$ cat src/inc/pcp_pkg.sv
package pcp_pkg;
  localparam int CNT_W = 16;
  localparam logic [7:0] ADDR_CTRL = 8'h00;
  localparam logic [7:0] ADDR_MRELOAD = 8'h04;
  localparam logic [7:0] ADDR_SRELOAD = 8'h08;
  localparam logic [7:0] ADDR_STATUS = 8'h0C;
  localparam logic [7:0] ADDR_MCOUNT = 8'h10;
  localparam logic [7:0] ADDR_SCOUNT = 8'h14;
  localparam int CTRL_START = 0;
  localparam int CTRL_STOP = 1;
  localparam int CTRL_OE = 2;
  localparam int CTRL_MODE = 3;
  localparam int CTRL_LEVEL = 4;
  localparam int STAT_RUN = 0;
  localparam int STAT_PIN = 1;
  localparam int STAT_EVT = 2;
  localparam logic [15:0] RELOAD_RST = 16'h0000;
  localparam logic [1:0] RESP_OKAY = 2'b00;
  localparam logic [1:0] RESP_SLVERR = 2'b10;
  localparam logic [7:0] PRESCALE_DEF = 8'h01;
endpackage

$ cat src/inc/pcp_cfg_if.sv
`timescale 1ns/1ps
`default_nettype none
interface pcp_cfg_if;
  logic start;
  logic stop;
  logic [15:0] masterReload;
  logic [15:0] slaveReload;
  logic outEnable;
  logic outLevel;
  logic running;
  logic periodEvent;
  logic pinLevel;
  logic [15:0] masterCount;
  logic [15:0] slaveCount;
  modport ctl (output start, stop, masterReload, slaveReload, outEnable,
    outLevel, input running, periodEvent, pinLevel, masterCount, slaveCount);
  modport core (input start, stop, masterReload, slaveReload, outEnable,
    outLevel, output running, periodEvent, pinLevel, masterCount,
    slaveCount);
endinterface
`default_nettype wire

$ cat src/core/pcp_pair_core.sv
`timescale 1ns/1ps
`default_nettype none
module pcp_pair_core (
  input wire logic clk_sys,
  input wire logic reset,
  input wire logic countTick,
  pcp_cfg_if.core cfg
);
  import pcp_pkg::*;

  logic running_reg;
  logic [15:0] mCount_reg;
  logic [15:0] sCount_reg;
  logic sActive_reg;
  logic pin_reg;
  logic evt;
  logic started_reg;

  ////////////////////////////////////////////////////////////////
  // Event on a start while idle and on each master zero reached on a tick
  assign evt = (cfg.start && !running_reg) ||
    (running_reg && countTick && mCount_reg == 16'h0000);

  // Run flag
  always_ff @(posedge clk_sys) begin
    if (reset || cfg.stop) begin
      running_reg <= 1'b0;
    end else if (cfg.start) begin
      running_reg <= 1'b1;
    end
  end

  // Master down-counter, reloads at every event
  always_ff @(posedge clk_sys) begin
    if (reset) begin
      mCount_reg <= 16'h0000;
    end else if (evt) begin
      mCount_reg <= cfg.masterReload;
    end else if (running_reg && countTick) begin
      mCount_reg <= mCount_reg - 16'h0001;
    end
  end

  // Slave one-count: loads at event, counts each tick, halts at zero
  // until the next event; sActive marks the first tick after a load
  always_ff @(posedge clk_sys) begin
    if (reset || cfg.stop) begin
      sCount_reg <= 16'h0000;
      sActive_reg <= 1'b0;
      started_reg <= 1'b0;
    end else if (evt) begin
      sCount_reg <= cfg.slaveReload;
      sActive_reg <= 1'b1;
      started_reg <= 1'b1;
    end else if (countTick) begin
      if (sCount_reg != 16'h0000) begin
        sCount_reg <= sCount_reg - 16'h0001;
      end
      sActive_reg <= 1'b0;
    end
  end

  // Pin: set on the first tick after an event if the slave load is nonzero, cleared on the tick that
  // sees the slave count at zero; a reload that outlasts the period is
  // reloaded before it reaches zero, so the pin never drops.
  always_ff @(posedge clk_sys) begin
    if (reset) begin
      pin_reg <= 1'b0;
    end else if (!cfg.outEnable) begin
      pin_reg <= pin_reg;
    end else if (!started_reg || !running_reg) begin
      pin_reg <= cfg.outLevel;
    end else if (countTick) begin
      if (sActive_reg) begin
        pin_reg <= (sCount_reg != 16'h0000);
      end else if (sCount_reg == 16'h0000) begin
        pin_reg <= 1'b0;
      end
    end
  end

  assign cfg.running = running_reg;
  assign cfg.periodEvent = evt;
  assign cfg.pinLevel = pin_reg;
  assign cfg.masterCount = mCount_reg;
  assign cfg.slaveCount = sCount_reg;

  a_master_reload: assert property (@(posedge clk_sys) disable iff (reset)
    evt |=> mCount_reg == $past(cfg.masterReload)) else
    $error("master counter not reloaded at event");
  a_start_event: assert property (@(posedge clk_sys) disable iff (reset)
    cfg.start && !running_reg |-> evt) else
    $error("no event on start");
  a_slave_load: assert property (@(posedge clk_sys) disable iff (reset)
    evt && !cfg.stop |=> sCount_reg == $past(cfg.slaveReload)) else
    $error("slave counter not loaded at event");
  a_pin_frozen: assert property (@(posedge clk_sys) disable iff (reset)
    !cfg.outEnable |=> $stable(pin_reg)) else
    $error("pin moved while disabled");
  a_pin_idle: assert property (@(posedge clk_sys) disable iff (reset)
    cfg.outEnable && !started_reg && !cfg.outLevel |=> !pin_reg) else
    $error("pin active before first event");
endmodule
`default_nettype wire

$ cat src/core/pcp_paired_pwm.sv
// The address map and the AXI4-Lite register port were chosen for this implementation.
`timescale 1ns/1ps
`default_nettype none
module pcp_paired_pwm #(
  parameter logic [7:0] PRESCALE = pcp_pkg::PRESCALE_DEF
) (
  input wire logic clk_sys,
  input wire logic reset,
  input wire logic [7:0] s_axi_awaddr,
  input wire logic s_axi_awvalid,
  output logic s_axi_awready,
  input wire logic [31:0] s_axi_wdata,
  input wire logic [3:0] s_axi_wstrb,
  input wire logic s_axi_wvalid,
  output logic s_axi_wready,
  output logic [1:0] s_axi_bresp,
  output logic s_axi_bvalid,
  input wire logic s_axi_bready,
  input wire logic [7:0] s_axi_araddr,
  input wire logic s_axi_arvalid,
  output logic s_axi_arready,
  output logic [31:0] s_axi_rdata,
  output logic [1:0] s_axi_rresp,
  output logic s_axi_rvalid,
  input wire logic s_axi_rready,
  output logic pwmOutputPin
);
  import pcp_pkg::*;

  initial begin
    if (PRESCALE == 8'h00) begin
      $error("PRESCALE must be at least one");
    end
  end

  pcp_cfg_if cfg();

  logic [7:0] div_reg;
  logic tick;
  logic [15:0] mReload_reg;
  logic [15:0] sReload_reg;
  logic oe_reg;
  logic mode_reg;
  logic level_reg;
  logic start_reg;
  logic stop_reg;
  logic evtSeen_reg;
  logic awHeld_reg;
  logic wHeld_reg;
  logic [7:0] awAddr_reg;
  logic [31:0] wData_reg;
  logic [3:0] wStrb_reg;
  logic doWrite;

  ////////////////////////////////////////////////////////////////
  // Count clock as an enable pulse
  always_ff @(posedge clk_sys) begin
    if (reset || div_reg == PRESCALE - 8'h01) begin
      div_reg <= 8'h00;
    end else begin
      div_reg <= div_reg + 8'h01;
    end
  end
  assign tick = (div_reg == PRESCALE - 8'h01);

  ////////////////////////////////////////////////////////////////
  // Write channels taken in either order; response after both
  assign s_axi_awready = !awHeld_reg && !s_axi_bvalid;
  assign s_axi_wready = !wHeld_reg && !s_axi_bvalid;
  assign doWrite = awHeld_reg && wHeld_reg;

  always_ff @(posedge clk_sys) begin
    if (reset || doWrite) begin
      awHeld_reg <= 1'b0;
      wHeld_reg <= 1'b0;
    end else begin
      if (s_axi_awvalid && s_axi_awready) begin
        awHeld_reg <= 1'b1;
        awAddr_reg <= s_axi_awaddr;
      end
      if (s_axi_wvalid && s_axi_wready) begin
        wHeld_reg <= 1'b1;
        wData_reg <= s_axi_wdata;
        wStrb_reg <= s_axi_wstrb;
      end
    end
  end

  // Write response
  always_ff @(posedge clk_sys) begin
    if (reset) begin
      s_axi_bvalid <= 1'b0;
      s_axi_bresp <= RESP_OKAY;
    end else if (doWrite) begin
      s_axi_bvalid <= 1'b1;
      s_axi_bresp <= (awAddr_reg == ADDR_CTRL ||
        awAddr_reg == ADDR_MRELOAD || awAddr_reg == ADDR_SRELOAD) ?
        RESP_OKAY : RESP_SLVERR;
    end else if (s_axi_bready) begin
      s_axi_bvalid <= 1'b0;
    end
  end

  // Register stores; start and stop are one-cycle strobes
  always_ff @(posedge clk_sys) begin
    if (reset) begin
      mReload_reg <= RELOAD_RST;
      sReload_reg <= RELOAD_RST;
      oe_reg <= 1'b0;
      mode_reg <= 1'b0;
      level_reg <= 1'b0;
      start_reg <= 1'b0;
      stop_reg <= 1'b0;
    end else begin
      start_reg <= 1'b0;
      stop_reg <= 1'b0;
      if (doWrite && awAddr_reg == ADDR_CTRL && wStrb_reg[0]) begin
        start_reg <= wData_reg[CTRL_START];
        stop_reg <= wData_reg[CTRL_STOP];
        oe_reg <= wData_reg[CTRL_OE];
        mode_reg <= wData_reg[CTRL_MODE];
        level_reg <= wData_reg[CTRL_MODE] & wData_reg[CTRL_LEVEL];
      end
      if (doWrite && awAddr_reg == ADDR_MRELOAD) begin
        if (wStrb_reg[0]) mReload_reg[7:0] <= wData_reg[7:0];
        if (wStrb_reg[1]) mReload_reg[15:8] <= wData_reg[15:8];
      end
      if (doWrite && awAddr_reg == ADDR_SRELOAD) begin
        if (wStrb_reg[0]) sReload_reg[7:0] <= wData_reg[7:0];
        if (wStrb_reg[1]) sReload_reg[15:8] <= wData_reg[15:8];
      end
    end
  end

  // Sticky period-event flag; set wins over the read that clears it
  always_ff @(posedge clk_sys) begin
    if (reset) begin
      evtSeen_reg <= 1'b0;
    end else if (cfg.periodEvent) begin
      evtSeen_reg <= 1'b1;
    end else if (s_axi_arvalid && s_axi_arready &&
                 s_axi_araddr == ADDR_STATUS) begin
      evtSeen_reg <= 1'b0;
    end
  end

  ////////////////////////////////////////////////////////////////
  // Read channel, one cycle latency
  assign s_axi_arready = !s_axi_rvalid;
  always_ff @(posedge clk_sys) begin
    if (reset) begin
      s_axi_rvalid <= 1'b0;
      s_axi_rdata <= 32'h0000_0000;
      s_axi_rresp <= RESP_OKAY;
    end else if (s_axi_arvalid && s_axi_arready) begin
      s_axi_rvalid <= 1'b1;
      s_axi_rresp <= RESP_OKAY;
      case (s_axi_araddr)
        ADDR_CTRL: s_axi_rdata <= {27'h000_0000, level_reg, mode_reg,
          oe_reg, 2'b00};
        ADDR_MRELOAD: s_axi_rdata <= {16'h0000, mReload_reg};
        ADDR_SRELOAD: s_axi_rdata <= {16'h0000, sReload_reg};
        ADDR_STATUS: s_axi_rdata <= {29'h0000_0000, evtSeen_reg,
          cfg.pinLevel, cfg.running};
        ADDR_MCOUNT: s_axi_rdata <= {16'h0000, cfg.masterCount};
        ADDR_SCOUNT: s_axi_rdata <= {16'h0000, cfg.slaveCount};
        default: begin
          s_axi_rdata <= 32'h0000_0000;
          s_axi_rresp <= RESP_SLVERR;
        end
      endcase
    end else if (s_axi_rready) begin
      s_axi_rvalid <= 1'b0;
    end
  end

  ////////////////////////////////////////////////////////////////
  assign cfg.start = start_reg;
  assign cfg.stop = stop_reg;
  assign cfg.masterReload = mReload_reg;
  assign cfg.slaveReload = sReload_reg;
  assign cfg.outEnable = oe_reg;
  assign cfg.outLevel = level_reg;

  pcp_pair_core u_core (
    .clk_sys(clk_sys),
    .reset(reset),
    .countTick(tick),
    .cfg(cfg)
  );

  assign pwmOutputPin = cfg.pinLevel;

  a_bresp_after: assert property (@(posedge clk_sys) disable iff (reset)
    doWrite |=> s_axi_bvalid) else $error("no write response");
  a_toggle_level: assert property (@(posedge clk_sys) disable iff (reset)
    !mode_reg |-> !level_reg) else $error("level set in toggle mode");
  a_tick_spacing: assert property (@(posedge clk_sys) disable iff (reset)
    tick && PRESCALE > 8'h01 |=> !tick) else $error("tick too close");
endmodule
`default_nettype wire

$ cat config.mk
export PLATFORM = sky130hd
export DESIGN_NAME = pcp_paired_pwm
export DESIGN_NICKNAME = d
export VERILOG_FILES = /design/src/inc/pcp_pkg.sv /design/src/inc/pcp_cfg_if.sv /design/src/core/pcp_pair_core.sv /design/src/core/pcp_paired_pwm.sv
export SDC_FILE = /design/constraint.sdc
export NUM_CORES = 1
export LEC_CHECK = 0
export BUFFER_PORTS_ARGS = -buffer_cell sky130_fd_sc_hd__buf_2
export CORE_ASPECT_RATIO = 1.75
export CORE_MARGIN = 5
export CORE_UTILIZATION = 47
export CTS_CLUSTER_DIAMETER = 150
export DETAILED_ROUTE_END_ITERATION = 7
export PLACE_DENSITY = 0.67
export SETUP_SLACK_MARGIN = 0.1
export SYNTH_ARGS = -nofsm -noshare
export SYNTH_HDL_FRONTEND = slang
export SYNTH_SLANG_ARGS = --single-unit
export TNS_END_PERCENT = 1
$ cat constraint.sdc
create_clock -name clk_sys -period 4 [get_ports clk_sys]
set_input_delay 0.2 -clock clk_sys [delete_from_list [all_inputs] [get_ports clk_sys]]
set_output_delay 0.2 -clock clk_sys [all_outputs]
set_load 0.02 [all_outputs]
==> run summary <==
GLOBAL ROUTE
-----------------------------------------------------------------------------------------------
Pin count of the biggest net entering global routing .............................           42
GRT Residual Overflow ............................................................            0
All-layer global routing usage ...................................................        0.226
Wire length of the first global-routing pass .....................................     27000 um
Number of antenna violations at the first check in global routing ................            0
Number of global-route vias before repair ........................................         5271

CTS
-----------------------------------------------------------------------------------------------
TritonCTS Buffers ................................................................           17
CTS Buffer Depth .................................................................            2
Clock input transition at the sequential cells of the worst setup and hold paths .      0.06 ns
Clk_lat worst skew ...............................................................      0.42 ns
Clock tree from TritonCTS ........................................................        built
Post-cts gate resize count .......................................................            0
Clock sinks ......................................................................          130
Number of buffers added to fix hold violations after cts .........................           27
H-Tree Level Count ...............................................................            4
Total setup buffers inserted after CTS ...........................................            0
Clock root buffer ................................................................ sky130_fd_sc_hd__clkbuf_16

LAYOUT
-----------------------------------------------------------------------------------------------
Highest-count cells in the layout ignoring fill and taps ......................... 104 x sky130_fd_sc_hd__dfxtp_1, 72 x sky130_fd_sc_hd__nor2_1, 64 x sky130_fd_sc_hd__buf_2, 43 x sky130_fd_sc_hd__mux2i_1, 42 x sky130_fd_sc_hd__nand2_1
Most common cell after layout, fill and taps aside ............................... sky130_fd_sc_hd__dfxtp_1
Share of post-route cells with drive strength above 1 ............................        0.166
Area Growth Syn to Fin ...........................................................        21.4%
Fill cell count ..................................................................         1140
Register area ....................................................................  0.00286 mm2
Post-layout instance count excluding filler cells ................................          918
Total number of nets in the final design .........................................          798
Antenna Cells ....................................................................            0
Area of the multi-input gates ....................................................  0.00297 mm2

STA
-----------------------------------------------------------------------------------------------
Worst-margin pin slew ............................................................      1.08 ns
Final-layout setup total negative slack ..........................................         0 ns
Pins over their slew limit .......................................................            0
Worst clock skew .................................................................    0.0116 ns
Post-route fraction of the period consumed by the critical path ..................        0.733
Final min period .................................................................      2.93 ns
RSZ-0062 raised after global routing .............................................        false
Finish-stage setup viols .........................................................            0
Timing-limited maximum frequency .................................................    0.341 GHz
Max-slew headroom ................................................................        0.275
Hold Vio Cnt, Final ..............................................................            0

SYNTH
-----------------------------------------------------------------------------------------------
Synth Warn # .....................................................................            0
Main combinational cell family by area after synthesis ........................... simple AND/OR/NAND/NOR gates
Parity-gate share of the synthesized area counting xor and xnor cells ............       0.0246
Proportion of synthesized area in mux cells ......................................       0.0784
Share of async-settable or async-resettable flops after synthesis ................            0
Sequential element share of the synthesized area .................................        0.472
Average cell area after synthesis ................................................     9.33 um2
Most used flip-flop cell after synthesis ......................................... sky130_fd_sc_hd__dfxtp_1
Adder-cell area share of the yosys netlist .......................................       0.0103
Count of flip-flops with a built-in enable after synthesis .......................           26
Post-synth cell types ............................................................           60
Cells after synthesis ............................................................          650
Fraction of the mapped netlist area in simple logic gates ........................        0.207
Synthesis-stage register bit count ...............................................          130
Share of the synthesized area in compound gates (AO/OA/AOI/OAI) ..................        0.153
Area of the mapped netlist .......................................................  0.00606 mm2

PLACEMENT
-----------------------------------------------------------------------------------------------
Buffers on Ports .................................................................           64
Final weighted congestion of routability-driven global placement .................        0.930
Dpl hpwl .........................................................................     12500 um
Placed cells .....................................................................          859

WORST SETUP PATH
-----------------------------------------------------------------------------------------------
Max stage delay on crit path .....................................................      0.72 ns
Library cell contributing the largest single delay on the critical path .......... sky130_fd_sc_hd__o31ai_2
Worst Setup Path Type ............................................................ register to register
Critical path peak fanout ........................................................           14
Worst EP arrival .................................................................      3.27 ns
Sort of element at the start of the critical path ................................     register
Required time of the critical path ...............................................      4.34 ns
Crit-path cells .................................................................. inv_1, ha_1, nor3b_1, nand3_1, o31ai_2, buf_4, nand2_1, a31oi_1
Endpoint type of the worst setup path ............................................     register
Worst reg-to-reg path cell count .................................................            8

DIE
-----------------------------------------------------------------------------------------------
Chip Width .......................................................................      95.9 um
Die area .........................................................................   0.0154 mm2
I/O pin count ....................................................................          101
Die Ht ...........................................................................       160 um
Core region area .................................................................   0.0128 mm2
Starting Density .................................................................        0.474
Number of core rows ..............................................................           55

MIN PATH
-----------------------------------------------------------------------------------------------
Hold path cells ..................................................................            3
Worst hold path type ............................................................. input pin to register

ROUTING
-----------------------------------------------------------------------------------------------
Detail-routed via count per cell .................................................         5.82
Wirelength per Cell ..............................................................      18.2 um
DR pass1 iterations ..............................................................            6
Via count of the routed design ...................................................         5341
Total wire length after detailed routing .........................................     16700 um
Number of remaining DRC errors ...................................................            0
DRT iter0 DRCs ...................................................................          578
Antenna viol nets, final .........................................................            0

PWR
-----------------------------------------------------------------------------------------------
Leakage power figure .............................................................      2.84 nW
P per Cell Area ..................................................................   490 mW/mm2
Largest voltage drop on the vdd net ..............................................     0.324 mV

OUTCOME
-----------------------------------------------------------------------------------------------
Result of the run ................................................................ finished clean

JOB
-----------------------------------------------------------------------------------------------
Number of maximum-capacitance violations .........................................            0

## worst max-delay path: cells and delay by family, from the launching register on
family                   cells  cell delay, ns
adder cells (fa/ha/maj)      1            0.17
buffers and inverters        2            0.35
AND/OR/NAND/NOR              3            1.09
flip-flops                   1            0.36
AO/OA/AOI/OAI                2            0.89
## report_power, final
group          switching [mW]  internal [mW]
clock                   0.625          0.933
combinational           0.299          0.250
sequential             0.0945           1.41
total                    1.02           2.59
## Yosys cell counts, types with 8 or more instances
master	n	area, um2
sky130_fd_sc_hd__xnor2_1	12	105
sky130_fd_sc_hd__a21oi_1	33	165
sky130_fd_sc_hd__buf_4	18	135
sky130_fd_sc_hd__clkbuf_1	32	120
sky130_fd_sc_hd__nand2b_1	8	50.1
sky130_fd_sc_hd__nor2_1	72	270
sky130_fd_sc_hd__nor2b_1	8	50.1
sky130_fd_sc_hd__nand2_1	42	158
sky130_fd_sc_hd__a21boi_0	11	82.6
sky130_fd_sc_hd__inv_1	13	48.8
sky130_fd_sc_hd__o21ai_0	33	165
sky130_fd_sc_hd__nor3_1	21	105
sky130_fd_sc_hd__dfxtp_1	104	2080
sky130_fd_sc_hd__edfxtp_1	26	781
sky130_fd_sc_hd__a222oi_1	11	110
sky130_fd_sc_hd__mux2i_1	43	430
sky130_fd_sc_hd__nand3_1	21	105
sky130_fd_sc_hd__nor4_1	20	125
sky130_fd_sc_hd__or4_1	9	67.6
sky130_fd_sc_hd__a31oi_1	12	75.1
## logic make-up (layout without fill, tap and decap cells)
family,count (synthesis),count (layout)
xor gates and xnor gates,17,17
adders and majority gates,5,5
AOI/OAI and AO/OA,141,141
muxes,46,46
DFF,130,130
and+or+nand+nor,243,243
other,1,18
buffers and inverters,67,147
## final cells by class
cell class                 instances  share of cell area
multi-input combinational        470               0.404
tap                              171              0.0291
clock inverter                    15              0.0228
timing repair buffer             102              0.0914
sequential                       130               0.389
inverter                          13             0.00663
clock buffer                      17              0.0578
## per-layer routing
layer,track usage,vias up,share of wire
li1,-,2538,-
met1,0.249,2547,0.36
met2,0.407,208,0.54
met3,0.0405,48,0.051
met4,0.106,0,0.042
met5,0,-,0
## stage by stage
stage | hold slack [ns] | setup slack (ns) | utilization | area (um2) | power [mW]
3_5_place_dp | 0.378 | 1.24 | 0.508 | 6500 | 2.05
5_1_grt | 0.0617 | 0.894 | 0.575 | 7360 | 3.75
2_1_floorplan | 0.299 | 1.04 | - | 6130 | 1.93
3_3_place_gp | 0.377 | 1.29 | 0.508 | 6500 | 2.03
4_1_cts | 0.0409 | 1.19 | 0.575 | 7360 | 3.61
6_report | 0.0423 | 1.07 | 0.575 | 7360 | 3.61
## worst paths after layout
check                               start                                     end  slack (ns)
min reg2reg  s_axi_rdata[15]$_SDFFE_PP0P_            s_axi_rdata[15]$_SDFFE_PP0P_        0.45
max                 div_reg[0]$_SDFF_PP0_  u_core.cfg.masterCount[5]$_SDFFE_PP0P_        1.07
max reg2reg         div_reg[0]$_SDFF_PP0_  u_core.cfg.masterCount[5]$_SDFFE_PP0P_        1.07
min                         s_axi_awvalid                 awHeld_reg$_SDFFE_PP0P_        0.04
No activity file was read; power rests on OpenSTA's default activity.
